[config.mk]
export PLATFORM = sky130hd
export DESIGN_NAME = dual_timer_counter
export DESIGN_NICKNAME = d
export VERILOG_FILES = /design/src/common/timer_pkg.sv /design/src/core/pin_sync.sv /design/src/core/cycle_strobe.sv /design/src/core/dual_timer_counter.sv
export SDC_FILE = /design/constraint.sdc
export NUM_CORES = 1
export LEC_CHECK = 0
export ABC_AREA = 1
export BUFFER_PORTS_ARGS = -buffer_cell sky130_fd_sc_hd__clkbuf_2
export CORE_MARGIN = 4
export CORE_UTILIZATION = 39
export CTS_CLUSTER_DIAMETER = 200
export CTS_CLUSTER_SIZE = 10
export DETAILED_ROUTE_END_ITERATION = 10
export RECOVER_POWER = 50
export SETUP_SLACK_MARGIN = 0.2
export SYNTH_ARGS = -nofsm -noshare
export SYNTH_HDL_FRONTEND = slang
export SYNTH_SLANG_ARGS = --single-unit
export TNS_END_PERCENT = 30
[constraint.sdc]
create_clock -name CLOCK -period 3.2 [get_ports CLOCK]
set_input_delay 0.48 -clock CLOCK [delete_from_list [all_inputs] [get_ports CLOCK]]
set_output_delay 0.48 -clock CLOCK [all_outputs]
set_load 0.02 [all_outputs]
[src/common/timer_pkg.sv]
// shared constants for the dual timer/counter block
package timer_pkg;
    // ************************************************
    // special function register addresses
    // ************************************************
    localparam int          SFR_ADDR_WIDTH = 8;
    localparam int          SFR_DATA_WIDTH = 8;
    localparam logic [7:0]  ADDR_CTRL      = 8'h88;
    localparam logic [7:0]  ADDR_MODE      = 8'h89;
    localparam logic [7:0]  ADDR_T0_LOW    = 8'h8a;
    localparam logic [7:0]  ADDR_T1_LOW    = 8'h8b;
    localparam logic [7:0]  ADDR_T0_HIGH   = 8'h8c;
    localparam logic [7:0]  ADDR_T1_HIGH   = 8'h8d;

    // ************************************************
    // control/status bit positions
    // ************************************************
    localparam int          CTRL_T1_OVF    = 7;
    localparam int          CTRL_T1_RUN    = 6;
    localparam int          CTRL_T0_OVF    = 5;
    localparam int          CTRL_T0_RUN    = 4;
    localparam int          CTRL_B_FLAG    = 3;
    localparam int          CTRL_B_TRIG    = 2;
    localparam int          CTRL_A_FLAG    = 1;
    localparam int          CTRL_A_TRIG    = 0;

    // ************************************************
    // mode register layout (one nibble per timer)
    // ************************************************
    localparam int          MODE_T1_LSB    = 4;
    localparam int          MODE_T0_LSB    = 0;
    localparam int          FIELD_GATE     = 3;
    localparam int          FIELD_COUNTER  = 2;
    localparam int          FIELD_MODE_LSB = 0;

    // ************************************************
    // reset values and timing
    // ************************************************
    localparam logic [7:0]  CTRL_RESET     = 8'h00;
    localparam logic [7:0]  MODE_RESET     = 8'h00;
    localparam logic [7:0]  COUNT_RESET    = 8'h00;
    localparam int          CLOCKS_PER_MC  = 12;
    localparam int          PRESCALE_BITS  = 5;

    typedef enum logic [1:0] {
        MODE_PRESCALE13 = 2'b00,
        MODE_CASCADE16  = 2'b01,
        MODE_RELOAD8    = 2'b10,
        MODE_SPLIT      = 2'b11
    } timer_mode_type;
endpackage

[src/core/pin_sync.sv]
// two-stage synchroniser for a group of pin inputs
module pin_sync #(
    parameter int WIDTH = 4
) (
    input  wire logic             clock,
    input  wire logic             resetn,
    input  wire logic [WIDTH-1:0] async_in,
    output logic      [WIDTH-1:0] sync_out
);
    typedef struct packed {
        logic [WIDTH-1:0] stage1;
        logic [WIDTH-1:0] stage2;
    } sync_state_type;

    sync_state_type s_q;
    sync_state_type s_d;

    // first stage feeds only the second
    always_comb
    begin
        s_d        = s_q;
        s_d.stage1 = async_in;
        s_d.stage2 = s_q.stage1;
    end

    // state register
    always_ff @(posedge clock or negedge resetn)
    begin
        if (!resetn)
            s_q <= '1;   // pins idle high, no false edge
        else
            s_q <= s_d;
    end

    assign sync_out = s_q.stage2;
endmodule // pin_sync

[src/core/cycle_strobe.sv]
// machine cycle strobe: one pulse every DIVIDE core clocks
module cycle_strobe #(
    parameter int DIVIDE = 12
) (
    input  wire logic clock,
    input  wire logic resetn,
    output logic      strobe
);
    localparam int CW = $clog2(DIVIDE);
    localparam logic [CW-1:0] LAST = CW'(DIVIDE - 1);

    typedef struct packed {
        logic [CW-1:0] count;
        logic          pulse;
    } strobe_state_type;

    strobe_state_type s_q;
    strobe_state_type s_d;

    // wrap counter, pulse on terminal count
    always_comb
    begin
        s_d       = s_q;
        s_d.pulse = (s_q.count == LAST);
        if (s_q.count == LAST)
            s_d.count = '0;
        else
            s_d.count = s_q.count + CW'(1);
    end

    // state register
    always_ff @(posedge clock or negedge resetn)
    begin
        if (!resetn)
            s_q <= '0;
        else
            s_q <= s_d;
    end

    assign strobe = s_q.pulse;
endmodule // cycle_strobe

[src/core/dual_timer_counter.sv]
// two 8051-style timer/counters with external interrupt flags
// ************************************************
// Functional notes
// ************************************************
//
// Functional notes
// - mode field picks prescale, cascade, reload, split
// - mode 0 counts high byte plus five bits
// - wrap to zero sets the overflow flag, except timer 1 wraps while timer 0 splits
// - count only if run (timer 1: run or timer 0 split) and gate/pin allow
// - setting run leaves counts untouched
// - mode 1 counts full sixteen bits
// - mode 2 reloads low from high
// - timer 1 in split mode holds
// - timer 0 split: high byte uses timer 1 run bit and flag
// - timer 1 still counts while timer 0 splits
// - timer 1 flag set on overflow (timer 0 high byte while timer 0 splits), cleared on vector
// - timer 0 flag set on overflow, cleared on vector
// - bits 6 and 4 are run bits
// - interrupt b flag: edge or low level
// - interrupt a flag behaves the same
// - bit 2 selects edge for interrupt b
// - bit 0 selects edge for interrupt a
// - timer function counts every twelve clocks
// - counter samples pin each machine cycle
// - mode register holds both timer nibbles
module dual_timer_counter
    import timer_pkg::*;
#(
    parameter int MACHINE_CYCLE_CLOCKS = timer_pkg::CLOCKS_PER_MC
) (
    input  wire logic                                CLOCK,
    input  wire logic                                RESETN,
    input  wire logic [timer_pkg::SFR_ADDR_WIDTH-1:0] SFR_ADDR,
    input  wire logic                                SFR_WR_EN,
    input  wire logic [timer_pkg::SFR_DATA_WIDTH-1:0] SFR_WR_DATA,
    input  wire logic                                SFR_RD_EN,
    output logic      [timer_pkg::SFR_DATA_WIDTH-1:0] SFR_RD_DATA,
    output logic                                     SFR_RD_VALID,
    input  wire logic                                COUNT_INPUT_A_PIN,
    input  wire logic                                COUNT_INPUT_B_PIN,
    input  wire logic                                EXT_IRQ_A_PIN,
    input  wire logic                                EXT_IRQ_B_PIN,
    input  wire logic                                TIMER0_VECTOR_ACK,
    input  wire logic                                TIMER1_VECTOR_ACK,
    input  wire logic                                EXT_A_VECTOR_ACK,
    input  wire logic                                EXT_B_VECTOR_ACK,
    output logic                                     TIMER0_OVERFLOW_FLAG,
    output logic                                     TIMER1_OVERFLOW_FLAG,
    output logic                                     EXT_IRQ_A_FLAG,
    output logic                                     EXT_IRQ_B_FLAG,
    output logic                                     TIMER1_OVERFLOW_PULSE
);
    import timer_pkg::*;

    // ************************************************
    // state
    // ************************************************
    typedef struct packed {
        logic [7:0] ctrl;
        logic [7:0] mode;
        logic [7:0] t0_low;
        logic [7:0] t0_high;
        logic [7:0] t1_low;
        logic [7:0] t1_high;
        logic [1:0] count_sample;  // last machine-cycle pin sample
        logic [1:0] count_pending; // fall seen, count next cycle
        logic [1:0] irq_prev;      // previous irq pin level
        logic       t1_pulse;
        logic [7:0] rd_data;
        logic       rd_valid;
    } timer_state_type;

    timer_state_type s_q;
    timer_state_type s_d;

    logic [3:0] pins_sync;
    logic       mc_strobe;

    // ************************************************
    // count step: {overflow, high, low}
    // ************************************************
    function automatic logic [16:0] count_step(
        input logic [1:0] mode,
        input logic [7:0] low,
        input logic [7:0] high,
        input logic       inc
    );
        logic [16:0] r;
        logic [13:0] c13;
        logic [16:0] c16;
        logic [8:0]  c8;
        r   = {1'b0, high, low};
        c13 = {1'b0, high, low[PRESCALE_BITS-1:0]} + 14'h0001;
        c16 = {1'b0, high, low} + 17'h00001;
        c8  = {1'b0, low} + 9'h001;
        if (inc)
        begin
            case (timer_mode_type'(mode))
                MODE_PRESCALE13:
                    r = {c13[13], c13[12:5], low[7:5], c13[4:0]};
                MODE_CASCADE16:
                    r = c16;
                MODE_RELOAD8:
                    r = {c8[8], high, (c8[8] ? high : c8[7:0])};
                default:
                    r = {c8[8], high, c8[7:0]};
            endcase
        end
        return r;
    endfunction

    // ************************************************
    // pin synchronisers and machine cycle
    // ************************************************
    pin_sync #(
        .WIDTH (4)
    ) u_pin_sync (
        .clock    (CLOCK),
        .resetn   (RESETN),
        .async_in ({EXT_IRQ_B_PIN, EXT_IRQ_A_PIN,
                    COUNT_INPUT_B_PIN, COUNT_INPUT_A_PIN}),
        .sync_out (pins_sync)
    );

    cycle_strobe #(
        .DIVIDE (MACHINE_CYCLE_CLOCKS)
    ) u_cycle_strobe (
        .clock  (CLOCK),
        .resetn (RESETN),
        .strobe (mc_strobe)
    );

    // ************************************************
    // next state
    // ************************************************
    always_comb
    begin
        logic [1:0]  count_pin;
        logic [1:0]  irq_pin;
        logic [1:0]  count_edge;
        logic [3:0]  nib0;
        logic [3:0]  nib1;
        logic        split0;
        logic        run0;
        logic        run1;
        logic        tick0;
        logic        tick1;
        logic        high0_tick;
        logic [8:0]  high0_next;
        logic [16:0] step0;
        logic [16:0] step1;
        logic        ovf0;
        logic        ovf1;
        logic [1:0]  irq_fall;

        s_d        = s_q;
        count_pin  = pins_sync[1:0];
        irq_pin    = pins_sync[3:2];
        nib0       = s_q.mode[MODE_T0_LSB +: 4];
        nib1       = s_q.mode[MODE_T1_LSB +: 4];
        split0     = (nib0[FIELD_MODE_LSB +: 2] == MODE_SPLIT);
        count_edge = s_q.count_pending & {2{mc_strobe}};
        irq_fall   = s_q.irq_prev & ~irq_pin;
        // remaining locals start cleared
        run0       = 1'b0;
        run1       = 1'b0;
        tick0      = 1'b0;
        tick1      = 1'b0;
        high0_tick = 1'b0;
        high0_next = 9'h000;
        step0      = 17'h00000;
        step1      = 17'h00000;
        ovf0       = 1'b0;
        ovf1       = 1'b0;

        // ************************************************
        // counting
        // ************************************************
        // sample once per machine cycle
        if (mc_strobe)
        begin
            s_d.count_sample  = count_pin;
            s_d.count_pending = s_q.count_sample & ~count_pin;
        end
        s_d.irq_prev = irq_pin;

        run0 = s_q.ctrl[CTRL_T0_RUN] &
               (~nib0[FIELD_GATE] | irq_pin[0]);
        // split hands run bit to timer 0 high byte
        run1 = (s_q.ctrl[CTRL_T1_RUN] | split0) &
               (~nib1[FIELD_GATE] | irq_pin[1]) &
               (nib1[FIELD_MODE_LSB +: 2] != MODE_SPLIT);
        tick0 = run0 & (nib0[FIELD_COUNTER] ? count_edge[0] : mc_strobe);
        tick1 = run1 & (nib1[FIELD_COUNTER] ? count_edge[1] : mc_strobe);

        step0 = count_step(nib0[FIELD_MODE_LSB +: 2],
                           s_q.t0_low, s_q.t0_high, tick0);
        step1 = count_step(nib1[FIELD_MODE_LSB +: 2],
                           s_q.t1_low, s_q.t1_high, tick1);

        // split high byte counts cycles on timer 1 run
        high0_tick = split0 & s_q.ctrl[CTRL_T1_RUN] & mc_strobe;
        high0_next = {1'b0, s_q.t0_high} + 9'h001;

        s_d.t0_low  = step0[7:0];
        s_d.t0_high = step0[15:8];
        if (high0_tick)
            s_d.t0_high = high0_next[7:0];
        s_d.t1_low  = step1[7:0];
        s_d.t1_high = step1[15:8];

        ovf0 = step0[16];
        // timer 1 flag goes to split high byte
        ovf1 = split0 ? (high0_tick & high0_next[8]) : step1[16];
        // timer 1 wrap still drives baud pulse
        s_d.t1_pulse = step1[16];

        // ************************************************
        // software access
        // ************************************************
        // software byte write wins over counting; flag updates below win over a control write
        if (SFR_WR_EN)
        begin
            if (SFR_ADDR == ADDR_T0_LOW)
                s_d.t0_low = SFR_WR_DATA;
            else if (SFR_ADDR == ADDR_T0_HIGH)
                s_d.t0_high = SFR_WR_DATA;
            else if (SFR_ADDR == ADDR_T1_LOW)
                s_d.t1_low = SFR_WR_DATA;
            else if (SFR_ADDR == ADDR_T1_HIGH)
                s_d.t1_high = SFR_WR_DATA;
            else if (SFR_ADDR == ADDR_MODE)
                s_d.mode = SFR_WR_DATA;
            else if (SFR_ADDR == ADDR_CTRL)
                s_d.ctrl = SFR_WR_DATA;
        end

        // ************************************************
        // flags
        // ************************************************
        // vector clears timer 0 flag
        if (TIMER0_VECTOR_ACK)
            s_d.ctrl[CTRL_T0_OVF] = 1'b0;
        if (TIMER1_VECTOR_ACK)
            s_d.ctrl[CTRL_T1_OVF] = 1'b0;
        if (ovf0)
            s_d.ctrl[CTRL_T0_OVF] = 1'b1;
        if (ovf1)
            s_d.ctrl[CTRL_T1_OVF] = 1'b1;

        // edge or level for interrupt a
        if (s_q.ctrl[CTRL_A_TRIG])
        begin
            if (EXT_A_VECTOR_ACK)
                s_d.ctrl[CTRL_A_FLAG] = 1'b0;
            if (irq_fall[0])
                s_d.ctrl[CTRL_A_FLAG] = 1'b1;
        end
        else
            s_d.ctrl[CTRL_A_FLAG] = ~irq_pin[0];

        // edge or level for interrupt b
        if (s_q.ctrl[CTRL_B_TRIG])
        begin
            if (EXT_B_VECTOR_ACK)
                s_d.ctrl[CTRL_B_FLAG] = 1'b0;
            if (irq_fall[1])
                s_d.ctrl[CTRL_B_FLAG] = 1'b1;
        end
        else
            s_d.ctrl[CTRL_B_FLAG] = ~irq_pin[1];

        // register read, unmapped reads zero
        s_d.rd_valid = SFR_RD_EN;
        s_d.rd_data  = 8'h00;
        if (SFR_RD_EN)
        begin
            if (SFR_ADDR == ADDR_CTRL)
                s_d.rd_data = s_q.ctrl;
            else if (SFR_ADDR == ADDR_MODE)
                s_d.rd_data = s_q.mode;
            else if (SFR_ADDR == ADDR_T0_LOW)
                s_d.rd_data = s_q.t0_low;
            else if (SFR_ADDR == ADDR_T0_HIGH)
                s_d.rd_data = s_q.t0_high;
            else if (SFR_ADDR == ADDR_T1_LOW)
                s_d.rd_data = s_q.t1_low;
            else if (SFR_ADDR == ADDR_T1_HIGH)
                s_d.rd_data = s_q.t1_high;
        end
    end

    // ************************************************
    // state register
    // ************************************************
    always_ff @(posedge CLOCK or negedge RESETN)
    begin
        if (!RESETN)
        begin
            s_q          <= '0;
            s_q.ctrl     <= CTRL_RESET;
            s_q.mode     <= MODE_RESET;
            s_q.t0_low   <= COUNT_RESET;
            s_q.t0_high  <= COUNT_RESET;
            s_q.t1_low   <= COUNT_RESET;
            s_q.t1_high  <= COUNT_RESET;
            s_q.irq_prev <= 2'h3;   // idle high, no false edge
        end
        else
            s_q <= s_d;
    end

    // ************************************************
    // outputs
    // ************************************************
    assign SFR_RD_DATA           = s_q.rd_data;
    assign SFR_RD_VALID          = s_q.rd_valid;
    assign TIMER0_OVERFLOW_FLAG  = s_q.ctrl[CTRL_T0_OVF];
    assign TIMER1_OVERFLOW_FLAG  = s_q.ctrl[CTRL_T1_OVF];
    assign EXT_IRQ_A_FLAG        = s_q.ctrl[CTRL_A_FLAG];
    assign EXT_IRQ_B_FLAG        = s_q.ctrl[CTRL_B_FLAG];
    assign TIMER1_OVERFLOW_PULSE = s_q.t1_pulse;
endmodule // dual_timer_counter

==> results of run 1 <==
metal layers:
metal / up-vias / part of all wire / global-route usage / wire length, um
li1: 2584 / - / - / -
met1: 2471 / 0.46 / 0.319 / 7640
met5: - / 0 / 0 / 0
met2: 208 / 0.45 / 0.356 / 7460
met3: 32 / 0.061 / 0.0463 / 1010
met4: 0 / 0.029 / 0.0760 / 477
flip-flops by register name, summed over array words and instances, names as in the netlist:
name	flops
EXT_IRQ_A_FLAG	1
EXT_IRQ_B_FLAG	1
SFR_RD_DATA	8
SFR_RD_VALID	1
TIMER0_OVERFLOW_FLAG	1
TIMER1_OVERFLOW_FLAG	1
TIMER1_OVERFLOW_PULSE	1
s_q	50
u_cycle_strobe.s_q	4
u_cycle_strobe.strobe	1
u_pin_sync.s_d	4
u_pin_sync.sync_out	4
stage by stage:
stage,instances,setup slack (ns),hold slack [ns],area (um^2)
final,995,1.17,0.134,5820
after global routing,995,0.952,0.166,5820
after CTS,995,1.21,0.154,5830
after detailed placement,979,1.03,0.348,5550
after global placement,979,1.08,0.350,5550
after floorplan,781,1.58,0.184,5250
cell families after synthesis:
kind of cell | Yosys count
AOI/OAI and AO/OA | 148
buffers and inverters | 137
and+or+nand+nor | 407
xor gates and xnor gates | 8
DFF | 77
adders and majority gates | 4
power by group:
| group | internal [mW] | switching, mW | leakage [nW] |
|---|---|---|---|
| registers | 1.03 | 0.0828 | 0.925 |
| logic | 0.108 | 0.221 | 1.82 |
| clock network | 0.532 | 0.442 | 0.133 |
placed cells by master (no fill, tap or decap), drive strengths merged:
| cell | netlist | routed |
|---|---|---|
| a31oi | 2 | 2 |
| buf | 22 | 2 |
| nand2 | 210 | 210 |
| a21o | 1 | 1 |
| a21boi | 3 | 3 |
| nor3 | 7 | 7 |
| inv | 113 | 115 |
| nand3b | 3 | 3 |
| clkinvlp | 0 | 1 |
| xor2 | 7 | 7 |
| ha | 4 | 4 |
| o21ai | 74 | 74 |
| a22oi | 2 | 2 |
| or2 | 3 | 3 |
| nand3 | 68 | 68 |
| dfrtp | 67 | 67 |
| o211ai | 10 | 10 |
| a21oi | 49 | 49 |
| o21bai | 1 | 1 |
| a22o | 1 | 1 |
| xnor2 | 1 | 1 |
| clkinv | 2 | 5 |
| nor4 | 1 | 1 |
| nor2 | 99 | 99 |
| dfstp | 10 | 10 |
| o22ai | 5 | 5 |
| clkbuf | 0 | 52 |
| nand4 | 16 | 16 |
layout make-up:
cell class              instances  area (um^2)
well taps                     176          220
clock inverters                 6         47.5
repair buffers                 44          221
clock buffers                  10          229
fillers                      1388         7370
inverters                     115          434
multi-input cells             567         2730
flip-flops and latches         77         1940
how the worst min path moves through the flow:
stage / slack (ns) / startpoint / to / cells after the start
2_1_floorplan: 0.18 / RESETN / EXT_IRQ_A_FLAG / 0
3_3_place_gp: 0.35 / u_pin_sync.s_d[0] / u_pin_sync.sync_out[0] / 0
3_5_place_dp: 0.35 / u_pin_sync.s_d[0] / u_pin_sync.sync_out[0] / 0
4_1_cts: 0.15 / RESETN / s_q[20] / 1
5_1_grt: 0.17 / RESETN / s_q[43] / 1
6_report: 0.13 / RESETN / s_q[44] / 1
==> metrics.txt, run 1 <==
critical path peak fanout=9; type of origin of the critical path=register; maxcap violations=0; WP depth=8; ANT nets after route=0; critical path data required time=3.47 ns; clk slew on worst S/H paths=0.07 ns; worst slew margin relative to its limit=0.313; r2r setup slk=1.17 ns; final period utilization=0.633; total global-route track usage=0.229; crit path max-delay cell type=dfrtp_1; first-pass GRT wire length=26.4 mm; worst min path class=in2async; largest family of logic cells by synthesized area=simple AND/OR/NAND/NOR gates; Least-Margin Pin Slew=just over 1 ns; top cell type's share of synthesized area=0.319; post-synthesis compound-gate area fraction=0.153; syn_area_per_cell=6.72 um^2; Worst Skew=0.00850 ns; CP endpoint kind=register; Wirelength per Cell=16.7 um; Setup violations, final=0; Tot Pwr=between 2 and 2.5 mW; initial antenna violation count=0; FF-to-FF Start=s_q[53]; pin count of the biggest net entering global routing=46; crit path from=s_q[53]; Die Footprint=0.0154 mm^2; Sink Count=77; Final Util=0.441; number of remaining DRC errors=0; # nets final=846; worst-case clock buffer depth=2; post-synthesis xor/xnor area fraction=0.0133; io pins=42; Routed WL=16.6 mm; Port-buffer cells=41; CP cell instances=inv_1, nand2_2, inv_1, nand2_1, or2_2, nand2_1, nand3_1, nand3_1; post-synth top area cell=dfrtp_1; CP peak stage delay=0.43 ns; Pleak=2.88 nW; ys flop type=dfrtp_1; # diodes=0; post-CTS sizing=0; CTS Hold Buffers Added=0; Adder-Cell Fraction of Synth Area=0.00953; setup_tns=0 ns; Worst VDD drop=310 uV; FP Rows=42; top-count cell post-synth=nand2_1; initial core utilization=0.398; synthesized area=roughly 0.0053 mm^2; core area=0.0132 mm^2; Final Wtd Congestion=1.00; asr flop ratio synth=1.00; FF-to-FF path depth=8; clk_lat worst skew=0.35 ns; pwr dens=roughly 420 mW/mm^2; CP top delay family=simple AND/OR/NAND/NOR gates; CTS root buf=clkbuf_16; yosys warns=0; vias in the first global route=4768; H-Tree Depth=3; via count of the routed design=5295; Post-Syn Nets=~800; status=finished clean; gr ovfl total=0; Hold Fails Final Rpt=0; synthesized flop and latch total=77; R2R Path End=TIMER1_OVERFLOW_FLAG; share of layout cells above drive strength 1=0.126; Critical path destination=TIMER1_OVERFLOW_FLAG; Syn-to-layout area delta=10.8%; hpwl dp=12.7 mm; Seq/Total Area, Yosys=0.369; DIE HEIGHT=124 um; Post-CTS Setup Bufs=0; fin. max-slew vios=0; top cells by count, synth=204 x nand2_1, 106 x inv_1, 90 x nor2_1; Final min period=2.03 ns; drt pass-1 iters=5; vias per cell=5.32; post-synthesis cell type count=38; post-synthesis mux area share=0; Iter 0 DRT Violations=around 650; die width=approximately 120 um; number of synthesized flops with an enable pin=0; CTS tree=yes; CP arrival=~2.3 ns; Crit Path Class=reg2reg; CP bufs+invs=2; Mapped Cells=781; post-synthesis simple-gate area fraction=0.343; Max Clk Rate=between 0.4 and 0.5 GHz; cts bufs inserted=9; RSZ-0062 raised after global routing=false; Synth area leaders=dfrtp_1 32%, nand2_1 15%, inv_1 7.6%
Power figures use the tool's default switching activity.
==> inputs of run 2 (changes only) <==
==> constraint.sdc (replaced) <==
create_clock -name CLOCK -period 1.97 [get_ports CLOCK]
set_input_delay 0.2955 -clock CLOCK [delete_from_list [all_inputs] [get_ports CLOCK]]
set_output_delay 0.2955 -clock CLOCK [all_outputs]
set_load 0.02 [all_outputs]
==> run 2 against run 1 <==
- critical endpoint is now s_q[46]
- design area increased by 8.8%
- global-route usage grew 0.75 points
- final cell count rose by 4.8%
- total power is 75% higher
- combinational power is 97% higher
- count of clock-buffer cells in the layout fell by 1
- via count is 4.5% higher
- die area unchanged
- wire length grew 6.0%
==> metrics.txt, run 2 (synthesized netlist as in run 1, its figures left out) <==
Sink Count=77 (unchanged); Least-Margin Pin Slew=0.710 ns (was 1.03 ns); Final Util=0.480 (was 0.441); ANT nets after route=0 (unchanged); Biggest register=s_q (unchanged); FF-to-FF path depth=10 (was 8); Pleak=3.15 nW (was 2.88 nW); CP arrival=2.02 ns (was 2.30 ns); Hold Path Stages=1; Syn-to-layout area delta=20.5% (was 10.8%); clk slew on worst S/H paths=0.07 ns (about the same); Port-buffer cells=41 (unchanged); gr ovfl total=0 (unchanged); critical path data required time=2.26 ns (was 3.47 ns); Routed WL=17.6 mm (was 16.6 mm); setup_tns=0 ns (unchanged); cts bufs inserted=9 (unchanged); worst hold start=EXT_IRQ_A_PIN; fin area=0.00633 mm^2 (was 0.00582 mm^2); r2r setup slk=0.24 ns (was 1.17 ns); FP Rows=42 (unchanged); first-pass GRT wire length=27.6 mm (was 26.4 mm); Wirelength per Cell=16.9 um (was 16.7 um); R2R Path End=s_q[46] (was TIMER1_OVERFLOW_FLAG); RSZ-0062 raised after global routing=true (was false); Setup violations, final=0 (unchanged); Hold Fails Final Rpt=0 (unchanged); most used routing layer=met2 (unchanged); fin. max-slew vios=0 (unchanged); Iter 0 DRT Violations=631 (was 648); type of origin of the critical path=register (unchanged); FF-to-FF Start=s_q[41] (was s_q[53]); hold endpoint=u_pin_sync.s_d[2]; GR Util met2=0.382 (was 0.356); worst-case clock buffer depth=2 (unchanged); Final Wtd Congestion=1.03 (was 1.00); pwr dens=669 mW/mm^2 (was 416 mW/mm^2); core area=0.0132 mm^2 (unchanged); Placed Instance Area=0.00581 mm^2 (was 0.00555 mm^2); Final min period=1.73 ns (was 2.03 ns); maxcap violations=0 (unchanged); CP endpoint kind=register (unchanged); die width=124 um (unchanged); DIE HEIGHT=124 um (unchanged); CTS tree=yes (unchanged); H-Tree Depth=3 (unchanged); initial antenna violation count=0 (unchanged); critical path peak fanout=4 (was 9); Worst VDD drop=547 uV (was 310 uV); GR Util met3=0.0527 (was 0.0463); max reg flops=50 (unchanged); total global-route track usage=0.236 (was 0.229); Max Clk Rate=0.579 GHz (was 0.493 GHz); vias in the first global route=5182 (was 4768); CTS root buf=clkbuf_16 (unchanged); vias per cell=5.30 (was 5.32); Crit Path Class=reg2reg (unchanged); worst slew margin relative to its limit=0.526 (was 0.313); final period utilization=0.877 (was 0.633); # diodes=0 (unchanged); pin count of the biggest net entering global routing=55 (was 46); worst min path class=in2reg (was in2async); status=finished clean (unchanged); # nets final=894 (was 846); share of layout cells above drive strength 1=0.194 (was 0.126); Die Footprint=0.0154 mm^2 (unchanged); drt pass-1 iters=5 (unchanged); initial core utilization=0.398 (unchanged); Worst Skew=0.00720 ns (was 0.00850 ns); number of remaining DRC errors=0 (unchanged); most frequent cells in the layout=201 x nand2_1, 106 x inv_1, 85 x nor2_1 (was 204 x nand2_1, 106 x inv_1, 90 x nor2_1); hpwl dp=13.5 mm (was 12.7 mm); clk_lat worst skew=0.35 ns (about the same); commonest non-fill, non-tap cell in the layout=nand2_1 (unchanged); met1 usage=0.308 (was 0.319); io pins=42 (unchanged); via count of the routed design=5531 (was 5295); # fillers=1395 (was 1388)
## run 2: power by group
group	switching (mW)	leakage, nW	internal (mW)
Clock	0.777	0.152	1.02
Sequential	0.113	0.921	1.68
Combinational	0.408	2.08	0.239
Total	1.30	3.15	2.94
## run 2: routing by layer
layer  vias to the layer above  wire length [um]
met5                         -                 0
met3                        54              1190
li1                       2682                 -
met2                       222              8170
met4                         0               670
met1                      2573              7570
## run 2: worst max-delay path by stage
stage                            from      end  slack [ns]
2_1_floorplan                 s_q[24]  s_q[19]        0.35
3_3_place_gp                  s_q[24]  s_q[19]        0.12
3_5_place_dp                  s_q[24]  s_q[19]        0.16
4_1_cts                       s_q[24]  s_q[18]        0.20
5_1_grt        u_pin_sync.sync_out[2]  s_q[35]        0.13
6_report                      s_q[41]  s_q[46]        0.24
## run 2: through the flow
| step | instances | power (mW) | worst slack (ns) | hold slack [ns] |
|---|---|---|---|---|
| final | 1043 | 4.23 | 0.241 | 0.0223 |
| after global placement | 1012 | 2.41 | 0.119 | 0.231 |
| after floorplan | 781 | 2.15 | 0.352 | -0.0000911 |
| after global routing | 1043 | 4.44 | 0.129 | 0.00856 |
| after detailed placement | 1012 | 2.40 | 0.159 | 0.235 |
| after CTS | 1029 | 4.21 | 0.201 | 0.00958 |
## run 2: repair_timing
| item | in CTS | in global routing |
|---|---|---|
| endpoints found under the setup margin | 2 | 33 |
| gates resized for setup | 1 | 28 |
| pin swaps | 0 | 10 |
| hold buffers | 1 | 0 |
| cloned | 0 | 0 |
| hold endpoints to repair | 23 | 0 |
| setup buffers | 0 | 14 |
## run 2: layout make-up
class	count	area, um^2	area share
Multi-Input combinational cell	567	2780	0.440
Sequential cell	77	1940	0.307
Tap cell	176	220	0.0348
Clock buffer	9	225	0.0356
Timing Repair Buffer	92	631	0.0997
Clock inverter	7	88.8	0.0140
Inverter	115	435	0.0688
## run 2: worst max-delay path: stages, from the launching register on
cell     delay, ns
dfrtp_1       0.39
ha_2          0.20
nand2_2       0.08
nor2_4        0.18
nand3_4       0.12
nor2_4        0.17
buf_12        0.12
a22oi_1       0.05
o21ai_0       0.22
nand2_1       0.08
inv_1         0.05
